[config.mk]
export PLATFORM = sky130hd
export DESIGN_NAME = i2cs_status_seq
export DESIGN_NICKNAME = d
export VERILOG_FILES = /design/src/i2cs_pkg.sv /design/src/i2cs_status_seq.sv
export SDC_FILE = /design/constraint.sdc
export NUM_CORES = 1
export LEC_CHECK = 0
export ABC_AREA = 1
export BUFFER_PORTS_ARGS = -buffer_cell sky130_fd_sc_hd__buf_2
export CELL_PAD_IN_SITES_DETAIL_PLACEMENT = 2
export CELL_PAD_IN_SITES_GLOBAL_PLACEMENT = 2
export CORE_UTILIZATION = 33
export CTS_BUF_LIST = sky130_fd_sc_hd__clkbuf_8
export CTS_CLUSTER_SIZE = 28
export DETAILED_ROUTE_END_ITERATION = 8
export GPL_TIMING_DRIVEN = 0
export PLACE_DENSITY = 0.84
export SETUP_SLACK_MARGIN = 0.1
export SYNTH_ARGS = -nofsm -noshare
export SYNTH_HDL_FRONTEND = slang
export SYNTH_SLANG_ARGS = --single-unit
[constraint.sdc]
create_clock -name core_clk -period 1.78 [get_ports core_clk]
set_input_delay 0.089 -clock core_clk [delete_from_list [all_inputs] [get_ports core_clk]]
set_output_delay 0.089 -clock core_clk [all_outputs]
set_load 0.03 [all_outputs]
[src/i2cs_pkg.sv]
// Constants, field layouts and carrier types of the two-wire status sequencer.
// Assumes a single core clock; no other package is needed.
package i2cs_pkg;

    // ----------------------------------------------------------------
    // Register port map
    // ----------------------------------------------------------------
    localparam int unsigned REG_ADDR_W = 2;
    localparam logic [1:0] REG_CTRL = 2'h0;
    localparam logic [1:0] REG_OWN_ADDR = 2'h1;
    localparam logic [1:0] REG_STATUS = 2'h2;
    localparam logic [1:0] REG_DATA = 2'h3;
    localparam int unsigned CTRL_WTIM_BIT = 0;
    localparam int unsigned CTRL_SPIE_BIT = 1;
    localparam logic [7:0] CTRL_RST = 8'h00;
    localparam logic [7:0] OWN_ADDR_RST = 8'h00;

    // ----------------------------------------------------------------
    // Bit timing within one byte on the wire
    // ----------------------------------------------------------------
    localparam logic [3:0] BYTE_BITS = 4'h8;
    localparam logic [3:0] ACK_CLOCK = 4'h9;
    localparam logic [3:0] CNT_ONE = 4'h1;
    localparam logic [3:0] CNT_ZERO = 4'h0;
    // Extended codes start with the upper five bits 11110
    localparam logic [4:0] EXT_CODE_PREFIX = 5'h1E;

    // ----------------------------------------------------------------
    // Status carrier, bit 7 down to bit 0
    // ----------------------------------------------------------------
    typedef struct packed {
        logic msts;
        logic ald;
        logic exc;
        logic coi;
        logic trc;
        logic ackd;
        logic std;
        logic spd;
    } i2cs_status_type;

    localparam i2cs_status_type STATUS_RST = 8'h00;
    localparam i2cs_status_type STATUS_STOP = 8'h01;

    // Sampled line pair
    typedef struct packed {
        logic scl;
        logic sda;
    } i2cs_line_type;

    localparam i2cs_line_type LINE_IDLE = 2'h3;

    // Position within a transfer
    typedef enum logic [1:0] {
        PH_IDLE = 2'b00,
        PH_ADDR = 2'b01,
        PH_DATA = 2'b10
    } i2cs_phase_type;

endpackage

[src/i2cs_status_seq.sv]
// Status capture and event sequencing of a two-wire serial bus unit.
// Assumes the line pins are asynchronous inputs and master_active comes
// from the bus controller on core_clk.
module i2cs_status_seq
    import i2cs_pkg::*;
(
    input wire logic core_clk,
    input wire logic nrst,
    input wire logic scl_pin,
    input wire logic sda_pin,
    input wire logic master_active,
    input wire logic [REG_ADDR_W-1:0] reg_addr,
    input wire logic [7:0] reg_wdata,
    input wire logic reg_wr,
    input wire logic reg_rd,
    output logic [7:0] reg_rdata,
    output logic bus_event_irq,
    output i2cs_status_type bus_status
);

    // ----------------------------------------------------------------
    // Reset release
    // ----------------------------------------------------------------
    logic rst_meta_q;
    logic rst_n_q;

    // Release is synchronous so all flops leave reset on the same edge
    always_ff @(posedge core_clk or negedge nrst) begin
        if (!nrst) begin
            rst_meta_q <= 1'h0;
            rst_n_q <= 1'h0;
        end else begin
            rst_meta_q <= 1'h1;
            rst_n_q <= rst_meta_q;
        end
    end

    // ----------------------------------------------------------------
    // Line synchronisers and condition detection
    // ----------------------------------------------------------------
    i2cs_line_type line_meta_q;
    i2cs_line_type line_sync_q;
    i2cs_line_type line_prev_q;
    logic scl_rise;
    logic scl_fall;
    logic start_det;
    logic stop_det;

    // Two flops per pin plus a third holding the previous sample; edge and condition logic compare the second and third stages
    always_ff @(posedge core_clk or negedge rst_n_q) begin
        if (!rst_n_q) begin
            line_meta_q <= LINE_IDLE;
            line_sync_q <= LINE_IDLE;
            line_prev_q <= LINE_IDLE;
        end else begin
            line_meta_q <= '{scl: scl_pin, sda: sda_pin};
            line_sync_q <= line_meta_q;
            line_prev_q <= line_sync_q;
        end
    end

    // Data edges count as conditions only while the clock stays high
    assign scl_rise = line_sync_q.scl & ~line_prev_q.scl;
    assign scl_fall = ~line_sync_q.scl & line_prev_q.scl;
    assign start_det = line_sync_q.scl & line_prev_q.scl
                       & line_prev_q.sda & ~line_sync_q.sda;
    assign stop_det = line_sync_q.scl & line_prev_q.scl
                      & ~line_prev_q.sda & line_sync_q.sda;

    // ----------------------------------------------------------------
    // Software registers
    // ----------------------------------------------------------------
    logic [7:0] ctrl_q;
    logic [7:0] own_address_reg_q;
    logic [7:0] shift_q;
    logic [7:0] byte_q;
    logic wait_timing_select;
    logic stop_irq_enable;
    i2cs_status_type bus_status_reg_q;

    assign wait_timing_select = ctrl_q[CTRL_WTIM_BIT];
    assign stop_irq_enable = ctrl_q[CTRL_SPIE_BIT];

    // Control and own-address writes
    always_ff @(posedge core_clk or negedge rst_n_q) begin
        if (!rst_n_q) begin
            ctrl_q <= CTRL_RST;
            own_address_reg_q <= OWN_ADDR_RST;
        end else if (reg_wr) begin
            if (reg_addr == REG_CTRL) begin
                ctrl_q <= reg_wdata;
            end
            if (reg_addr == REG_OWN_ADDR) begin
                own_address_reg_q <= reg_wdata;
            end
        end
    end

    // Read data stand one cycle after the strobe and only then
    always_ff @(posedge core_clk or negedge rst_n_q) begin
        if (!rst_n_q) begin
            reg_rdata <= 8'h00;
        end else if (reg_rd) begin
            case (reg_addr)
                REG_CTRL: reg_rdata <= ctrl_q;
                REG_OWN_ADDR: reg_rdata <= own_address_reg_q;
                REG_STATUS: reg_rdata <= bus_status_reg_q;
                REG_DATA: reg_rdata <= byte_q;
                default: reg_rdata <= 8'h00;
            endcase
        end else begin
            reg_rdata <= 8'h00;
        end
    end

    // ----------------------------------------------------------------
    // Bit counter, shift register and acknowledge sample
    // ----------------------------------------------------------------
    logic [3:0] bit_cnt_q;
    logic ack_q;
    logic eighth_fall;
    logic ninth_fall;

    assign eighth_fall = scl_fall & (bit_cnt_q == BYTE_BITS);
    assign ninth_fall = scl_fall & (bit_cnt_q == ACK_CLOCK);

    // A start or stop restarts the count; the ninth fall closes a byte
    always_ff @(posedge core_clk or negedge rst_n_q) begin
        if (!rst_n_q) begin
            bit_cnt_q <= CNT_ZERO;
            shift_q <= 8'h00;
            ack_q <= 1'h0;
        end else if (start_det | stop_det) begin
            bit_cnt_q <= CNT_ZERO;
        end else if (scl_rise) begin
            bit_cnt_q <= bit_cnt_q + CNT_ONE;
            if (bit_cnt_q < BYTE_BITS) begin
                shift_q <= {shift_q[6:0], line_sync_q.sda};
            end else begin
                ack_q <= ~line_sync_q.sda;
            end
        end else if (ninth_fall) begin
            bit_cnt_q <= CNT_ZERO;
        end
    end

    // Whole byte copied at its eighth fall, so the clock pulse of a stop
    // or restart cannot push a stray bit into what software reads
    always_ff @(posedge core_clk or negedge rst_n_q) begin
        if (!rst_n_q) begin
            byte_q <= 8'h00;
        end else if (eighth_fall) begin
            byte_q <= shift_q;
        end
    end

    // ----------------------------------------------------------------
    // Transfer phase
    // ----------------------------------------------------------------
    i2cs_phase_type phase_q;
    logic restart_q;
    logic first_data_q;
    logic participating;

    assign participating = bus_status_reg_q.msts | bus_status_reg_q.exc
                           | bus_status_reg_q.coi;

    // Address follows every start; data follows a closed address byte
    always_ff @(posedge core_clk or negedge rst_n_q) begin
        if (!rst_n_q) begin
            phase_q <= PH_IDLE;
        end else if (stop_det) begin
            phase_q <= PH_IDLE;
        end else if (start_det) begin
            phase_q <= PH_ADDR;
        end else begin
            case (phase_q)
                PH_IDLE: phase_q <= PH_IDLE;
                PH_ADDR: if (ninth_fall) begin
                    phase_q <= PH_DATA;
                end
                PH_DATA: phase_q <= PH_DATA;
                default: phase_q <= PH_IDLE;
            endcase
        end
    end

    // A start seen while holding a role marks the next address a restart
    always_ff @(posedge core_clk or negedge rst_n_q) begin
        if (!rst_n_q) begin
            restart_q <= 1'h0;
        end else if (stop_det) begin
            restart_q <= 1'h0;
        end else if (start_det) begin
            restart_q <= participating;
        end
    end

    // ----------------------------------------------------------------
    // Address decode and interrupt points
    // ----------------------------------------------------------------
    logic own_match;
    logic ext_hit;
    logic addr_fire;
    logic data_fire;
    logic keep_std;

    assign own_match = shift_q[7:1] == own_address_reg_q[7:1];
    assign ext_hit = shift_q[7:3] == EXT_CODE_PREFIX;

    // Slave reacts to its own address, a code or a restart; master always
    assign addr_fire = (phase_q == PH_ADDR) & ninth_fall
                       & (master_active | own_match | ext_hit | restart_q);
    // Data point follows the timing select
    assign data_fire = (phase_q == PH_DATA) & participating
                       & (wait_timing_select ? ninth_fall : eighth_fall);
    // A received code keeps start in its first ninth-clock data status
    assign keep_std = bus_status_reg_q.exc & ~bus_status_reg_q.msts
                      & wait_timing_select & first_data_q;

    // First data byte after each reported address
    always_ff @(posedge core_clk or negedge rst_n_q) begin
        if (!rst_n_q) begin
            first_data_q <= 1'h0;
        end else if (addr_fire) begin
            first_data_q <= 1'h1;
        end else if (data_fire | stop_det) begin
            first_data_q <= 1'h0;
        end
    end

    // ----------------------------------------------------------------
    // Status register
    // ----------------------------------------------------------------
    // Arbitration handling lives elsewhere, so bit 6 stays clear here
    always_ff @(posedge core_clk or negedge rst_n_q) begin
        if (!rst_n_q) begin
            bus_status_reg_q <= STATUS_RST;
        end else if (stop_det) begin
            bus_status_reg_q <= STATUS_STOP;
        end else if (start_det) begin
            bus_status_reg_q.std <= 1'h1;
            bus_status_reg_q.spd <= 1'h0;
        end else if (addr_fire) begin
            // Roles are rebuilt on every reported address, so restarts switch form
            bus_status_reg_q.msts <= master_active;
            bus_status_reg_q.ald <= 1'h0;
            bus_status_reg_q.exc <= ext_hit;
            bus_status_reg_q.coi <= ~master_active & own_match & ~ext_hit;
            // A master writes when the direction bit is low
            bus_status_reg_q.trc <= master_active ^ shift_q[0];
            bus_status_reg_q.ackd <= ack_q;
            bus_status_reg_q.std <= 1'h1;
            bus_status_reg_q.spd <= 1'h0;
        end else if (data_fire) begin
            // No acknowledge has been seen yet at the eighth fall
            bus_status_reg_q.ackd <= wait_timing_select & ack_q;
            bus_status_reg_q.std <= keep_std;
        end
    end

    assign bus_status = bus_status_reg_q;

    // ----------------------------------------------------------------
    // Event output
    // ----------------------------------------------------------------
    logic irq_q;

    // One-cycle pulse, raised with the status it announces
    always_ff @(posedge core_clk or negedge rst_n_q) begin
        if (!rst_n_q) begin
            irq_q <= 1'h0;
        end else begin
            irq_q <= addr_fire | data_fire | (stop_det & stop_irq_enable);
        end
    end

    assign bus_event_irq = irq_q;

    // ----------------------------------------------------------------
    // Checks
    // ----------------------------------------------------------------
    // Clock rises in the current byte, back to one after the ninth, counted apart from the bit counter
    logic [3:0] rise_seen_q;

    always_ff @(posedge core_clk or negedge rst_n_q) begin
        if (!rst_n_q) begin
            rise_seen_q <= CNT_ZERO;
        end else if (start_det | stop_det) begin
            rise_seen_q <= CNT_ZERO;
        end else if (scl_rise) begin
            rise_seen_q <= (rise_seen_q == ACK_CLOCK) ? CNT_ONE : rise_seen_q + CNT_ONE;
        end
    end
endmodule

==> results of run 1 <==
==> per-layer routing <==
| layer | up-vias | GRT usage, % | share of wire, % |
|---|---|---|---|
| li1 | 1157 | - | - |
| met1 | 1288 | 27.7 | 43 |
| met2 | 52 | 39.6 | 52 |
| met3 | 20 | 4.66 | 2.9 |
| met4 | 0 | 8.96 | 2.5 |
| met5 | - | 0 | 0 |
==> timing repair <==
action	4_1_cts	5_1_grt
setup buffers	0	5
gates cloned	0	0
resized for setup	1	16
setup endpoints to repair	11	28
pin swaps	0	3
hold buffers	5	0
hold endpoints to repair	6	0
==> layout by cell type (no fill, tap or decap), drive strengths merged <==
master       instances
nor2                13
dfrtp               59
o22ai                3
o21bai               1
o21ai               47
conb                 2
dfstp                6
xnor2                1
a31o                 1
nand4                5
nand2               92
nor3                 2
nand3               12
a22o                 1
a21oi               15
a41oi                1
dlygate4sd3          5
buf                 40
o211ai               1
bufinv               1
a31oi                1
clkinv               2
ha                   5
or2                  1
xor2                 2
inv                 49
a221oi               2
clkbuf              14
==> state kept, by name, summed over array words and instances, names as in the netlist, 4 cells and up <==
name,cells
reg_rdata,8
bit_cnt_q,4
own_address_reg_q,8
byte_q,8
bus_status,7
shift_q,8
ctrl_q,8
==> area by class of cell <==
class	instances	area, um^2	area share [%]
flip-flops and latches	65	1640	46.2
multi-input cells	208	1100	30.9
repair buffers	40	250	7.06
inverters	48	180	5.08
clock buffers	11	151	4.27
well taps	105	131	3.71
plain buffers	8	52.6	1.48
clock inverters	4	43.8	1.24
==> worst min-delay path, stage by stage <==
cell and delay [ns]:
buf_2 0.09, inv_1 0.08, o21ai_0 0.09
==> report_power, final <==
group	switching, W	total [W]	internal, W
registers	0.000230	0.00192	0.00169
logic	0.000489	0.000738	0.000249
clock network	0.000603	0.00131	0.000706
total	0.00132	0.00397	0.00264
==> cells in the mapped netlist <==
cell type,instances
nand4_1,4
o21ai_0,42
a41oi_1,1
nor3_1,2
nand2_2,2
a31o_2,1
xor2_1,2
dfrtp_1,59
a21oi_1,15
o21ai_1,4
nand3_1,10
buf_6,1
nand2_1,90
ha_1,5
buf_4,2
o22ai_2,2
nor2_2,3
clkbuf_1,3
o21bai_2,1
inv_2,6
xnor2_1,1
dfstp_2,6
nand4_2,1
a221oi_1,2
conb_1,2
inv_1,42
nor2_4,2
nor2_1,8
or2_2,1
o211ai_1,1
a22o_1,1
o21ai_2,1
nand3_2,2
o22ai_1,1
buf_2,2
a31oi_1,1
==> stage by stage <==
stage | utilization, % | instances
floorplan | - | 329
global placement | 38.2 | 464
detailed placement | 38.2 | 464
CTS | 41.1 | 484
global route | 42.3 | 489
finish | 42.3 | 489
==> final timing paths <==
check | start | endpoint | slack, ns | depth (start not counted)
worst max register to register | line_sync_q[1] | bus_status[4] | 0.17 | 7
max in group asynchronous | rst_n_q | own_address_reg_q[4] | 0.75 | 0
worst min-delay path | reg_wdata[1] | ctrl_q[1] | 0.04 | 3
worst min register to register | line_meta_q[1] | line_sync_q[1] | 0.36 | 0
worst max-delay path | line_sync_q[1] | bus_status[4] | 0.17 | 7
min in group asynchronous | nrst | rst_n_q | 0.05 | 2
==> cells by family (layout without fill, tap and decap cells) <==
| logic type | after synthesis | in the layout | synth area share (%) |
|---|---|---|---|
| simple gates | 125 | 125 | 18.7 |
| compound gates | 73 | 73 | 14.2 |
| flops | 65 | 65 | 56.0 |
| buf+inv | 56 | 111 | 7.80 |
| fa+ha+maj | 5 | 5 | 2.14 |
| xor+xnor | 3 | 3 | 0.901 |
| other cells | 2 | 2 | 0.257 |
==> flow_summary_export.csv, run 1 <==
group,metric,value,unit
run_status,outcome,"finished clean",
routing,antenna_left,0,
yosys,ys_seq_area_share,56.0,%
global_route,antenna_found_initial,0,
place,pre_cts_ws,0.0530,ns
clocking,clock-root-buffer,"clkbuf_8",
routing,wl,9.93,mm
die,core_area,8380,um^2
critical_path,max_stage_delay,0.61,ns
global_route,grt_pass1_vias,2804,
timing,fmax,620,MHz
layout,drive_gt1_share,24.2,%
clocking,clkSinkCount,65,
yosys,synth_nets,351,
place,portBuffers,30,
global_route,grt_util_all_layers,22.9,%
routing,drt_first_pass_iters,4,
global_route,grt_pass1_wl,15.2,mm
place,dp_hpwl,6.36,mm
layout,n_fill_cell,931,
critical_path,criticalPathCategory,"reg2reg",
critical_path,crit_path_end_kind,"register",
timing,skew,0.0126,ns
yosys,synth_top_area_share,50.6,%
yosys,ys_ff_latch,65,
timing,fin_ws,0.167,ns
layout,nets,402,
timing,finalSetupViolCount,0,
yosys,synth_warnings,0,
timing,rsz0062_at_grt,"no",
min_path,hold_path_class,"in2reg",
critical_path,critPathArrivalTime,1.84,ns
place,placed_area,3200,um^2
timing,fin_crit,1.61,ns
critical_path,cp-start-kind,"register",
power,p_total,0.00397,W
place,gp_congestion,0.776,
power,p_per_area,1120,nW/um^2
clocking,path_clk_slew,0.07,ns
timing,fin_crit_sh,90.6,%
die,die-area,9220,um^2
die,die_h,96.0,um
die,rows,33,
timing,maxSlewHeadroom,43.3,%
flow_run,max-cap-violations,0,
clocking,cts_buffers,9,
critical_path,slowest_stage,"dfstp_2",
critical_path,cp_max_fo,8,
timing,tightestPinTransition,0.851,ns
timing,tns,0,ns
routing,drc_errors,0,
critical_path,crit_chain,"nand2_1 > nor3_2 > inv_2 > nand3_1 > nor3_1 > nand2_1 > o21ai_0",
critical_path,worst_path_dominant_cell_family,"simple AND/OR/NAND/NOR gates",
timing,slew_viol_final,0,
critical_path,worst_ep_required_time,2.01,ns
global_route,grt_overflow_total,0,
layout,antenna_cells,0,
yosys,synth_area_leaders,"dfrtp_1 (51%), nand2_1 (12%), o21ai_0 (7.2%)",
yosys,synth_area_leader_cell,"dfrtp_1",
clocking,clock_latency,0.36,ns
routing,wire_per_inst,20.3,um
critical_path,path_buf_inv,1,
die,io_pins,34,
global_route,grt_max_degree,64,
power,irDropWorstVdd,521,uV
layout,syn_to_final_growth,21.5,%
routing,drt_iter0_markers,92,
yosys,syn_area,2920,um^2
routing,post_drt_via_cell_ratio,5.15,
timing,hold_violations,0,
yosys,yosysUniqueCellTypes,36,
die,die-width,96.0,um
timing,whs,0.0373,ns
clocking,cts_tree,"built",
critical_path,cpMostUsedCell,"nand2_1",
clocking,htreeDepth,3,
layout,final_area,3550,um^2
power,p_leak,1.81,nW
routing,vias,2517,
yosys,synthCells,329,
yosys,syn_avg_cell_area,8.87,um^2
die,start_util,34.8,%
clocking,cts_buffer_depth,2,
Note: power is estimated with default switching activity, not from simulation.
==> inputs of run 2 (changes only) <==
--- a/config.mk
+++ b/config.mk
@@ -9,6 +9,7 @@
 export BUFFER_PORTS_ARGS = -buffer_cell sky130_fd_sc_hd__buf_2
 export CELL_PAD_IN_SITES_DETAIL_PLACEMENT = 2
 export CELL_PAD_IN_SITES_GLOBAL_PLACEMENT = 2
+export CORE_ASPECT_RATIO = 0.75
 export CORE_UTILIZATION = 33
 export CTS_BUF_LIST = sky130_fd_sc_hd__clkbuf_8
 export CTS_CLUSTER_SIZE = 28
==> run 2 against run 1 <==
  * Cell area is 0.32% lower
  * Critical path type unchanged
  * Worst setup slack better by 0.0066 ns
  * Critical path depth is 2 higher
  * Critical endpoint is now bus_status[1]
  * Sequential share of layout area is 0.077 points higher
==> flow_summary_export.csv, run 2 (synthesized netlist as in run 1, its figures left out) <==
group,metric,value,unit
run_status,outcome,"finished clean",
critical_path,cp_max_fo,6,
clocking,clock_latency,0.35,ns
routing,highest-signal-layer,"met4",
critical_path,crit_chain,"inv_1 > nand4_1 > inv_1 > nor2_4 > buf_4 > buf_4 > nand3_1 > nand3_1 > nand2_1",
routing,wl,8.86,mm
clocking,cts_buffer_depth,2,
layout,nets,401,
clocking,cts_buffers,9,
die,rows,29,
timing,finalSetupViolCount,0,
critical_path,r2r-end,"bus_status[1]",
routing,post_drt_via_cell_ratio,4.96,
routing,wire_per_inst,18.0,um
routing,antenna_left,0,
critical_path,max_stage_delay,0.55,ns
layout,n_fill_cell,934,
critical_path,cp-start-kind,"register",
global_route,antenna_found_initial,0,
power,p_per_area,1110,nW/um^2
min_path,hold_start,"reg_wdata[6]",
routing,drt_first_pass_iters,4,
routing,wl_met3,294,um
critical_path,worst_ep_required_time,2.03,ns
timing,skew,0.00737,ns
layout,syn_to_final_growth,21.1,%
die,die-area,9230,um^2
layout,antenna_cells,0,
routing,vias,2438,
timing,rsz0062_at_grt,"yes",
timing,slew_viol_final,0,
power,p_leak,1.79,nW
timing,hold_violations,0,
global_route,grt_pass1_wl,14.3,mm
critical_path,worstReg2RegStart,"line_sync_q[0]",
timing,fin_crit_sh,90.2,%
place,placed_area,3220,um^2
critical_path,worstSetupStartpoint,"line_sync_q[0]",
routing,m1WireLength,4.27,mm
layout,mostFrequentLayoutCells,"nand2_1 (89), dfrtp_1 (57), inv_1 (43), o21ai_0 (42), buf_2 (33)",
power,irDropWorstVdd,392,uV
timing,maxSlewHeadroom,62.5,%
clocking,htreeDepth,3,
place,dp_hpwl,6.22,mm
clocking,cts_tree,"built",
clocking,clkSinkCount,65,
global_route,grt_pass1_vias,2669,
clocking,clock-root-buffer,"clkbuf_8",
layout,drive_gt1_share,23.7,%
global_route,grt_util_all_layers,20.4,%
critical_path,rrSetupSlack,0.17,ns
place,gp_congestion,0.781,
layout,fin_util,41.5,%
critical_path,reg2reg_depth,9,
critical_path,criticalPathCategory,"reg2reg",
routing,drc_errors,0,
critical_path,crit_path_end_kind,"register",
die,die-width,111,um
die,start_util,34.2,%
clocking,path_clk_slew,0.07,ns
die,core_area,8530,um^2
die,io_pins,34,
timing,tightestPinTransition,0.563,ns
critical_path,slowest_stage,"dfstp_2",
timing,tns,0,ns
min_path,hold_path_class,"in2reg",
place,portBuffers,30,
critical_path,endpoint,"bus_status[1]",
die,die_h,83.4,um
layout,final_common_cell,"nand2_1",
flow_run,max-cap-violations,0,
routing,drt_iter0_markers,105,
critical_path,critPathArrivalTime,1.85,ns
timing,fmax,623,MHz
global_route,grt_max_degree,40,
routing,route.met2.wl,4.14,mm
global_route,grt_overflow_total,0,
timing,fin_crit,1.61,ns
layout,final_area,3530,um^2
-- run 2: final cells by class --
type | instances | area (um^2) | share of cell area [%]
Buffer | 8 | 48.8 | 1.38
Clock buffer | 11 | 151 | 4.28
Timing Repair Buffer | 39 | 238 | 6.73
Inverter | 48 | 180 | 5.10
Multi-Input combinational cell | 208 | 1100 | 31.0
Clock inverter | 5 | 47.5 | 1.35
Tap cell | 108 | 135 | 3.82
Sequential cell | 65 | 1640 | 46.3
-- run 2: worst min path at each step --
stage	to	slack, ns	cells after the start
finish	own_address_reg_q[6]	0.01	3
global route	own_address_reg_q[6]	0.03	3
detailed placement	rst_meta_q	-0.12	1
CTS	own_address_reg_q[6]	0.003	3
global placement	rst_meta_q	-0.13	1
floorplan	rst_meta_q	-0.21	0
-- run 2: through the flow --
step,setup slack [ns],power (W),cells,hold WS (ns)
after floorplan,0.389,0.00232,329,-0.207
after global placement,0.115,0.00253,467,-0.126
after detailed placement,0.0625,0.00259,468,-0.122
after CTS,0.0210,0.00392,487,0.00292
after global routing,0.0404,0.00413,492,0.0341
final,0.174,0.00391,492,0.0127
-- run 2: per-layer routing --
| layer | up-vias | GRT usage (%) |
|---|---|---|
| met5 | - | 0 |
| met4 | 0 | 7.76 |
| met3 | 13 | 4.09 |
| met2 | 43 | 32.3 |
| met1 | 1229 | 27.5 |
| li1 | 1153 | - |
-- run 2: what timing repair did --
item / 4_1_cts / 5_1_grt
endpoints found under the setup margin: 15 / 20
resized for setup: 3 / 10
setup buffers: 0 / 5
pin swaps: 0 / 1
hold buffers: 3 / 0
hold endpoints to repair: 4 / 0
-- run 2: report_power, final --
part	total, W	switching [W]	internal [W]
clock network	0.00128	0.000571	0.000709
registers	0.00190	0.000208	0.00169
logic	0.000736	0.000484	0.000252
total	0.00391	0.00126	0.00265
-- run 2: critical path: cells and delay by family (launching register included) --
| family | cells | cell delay, ns |
|---|---|---|
| and+or+nand+nor | 5 | 0.51 |
| buffers and inverters | 4 | 0.44 |
| DFF | 1 | 0.55 |
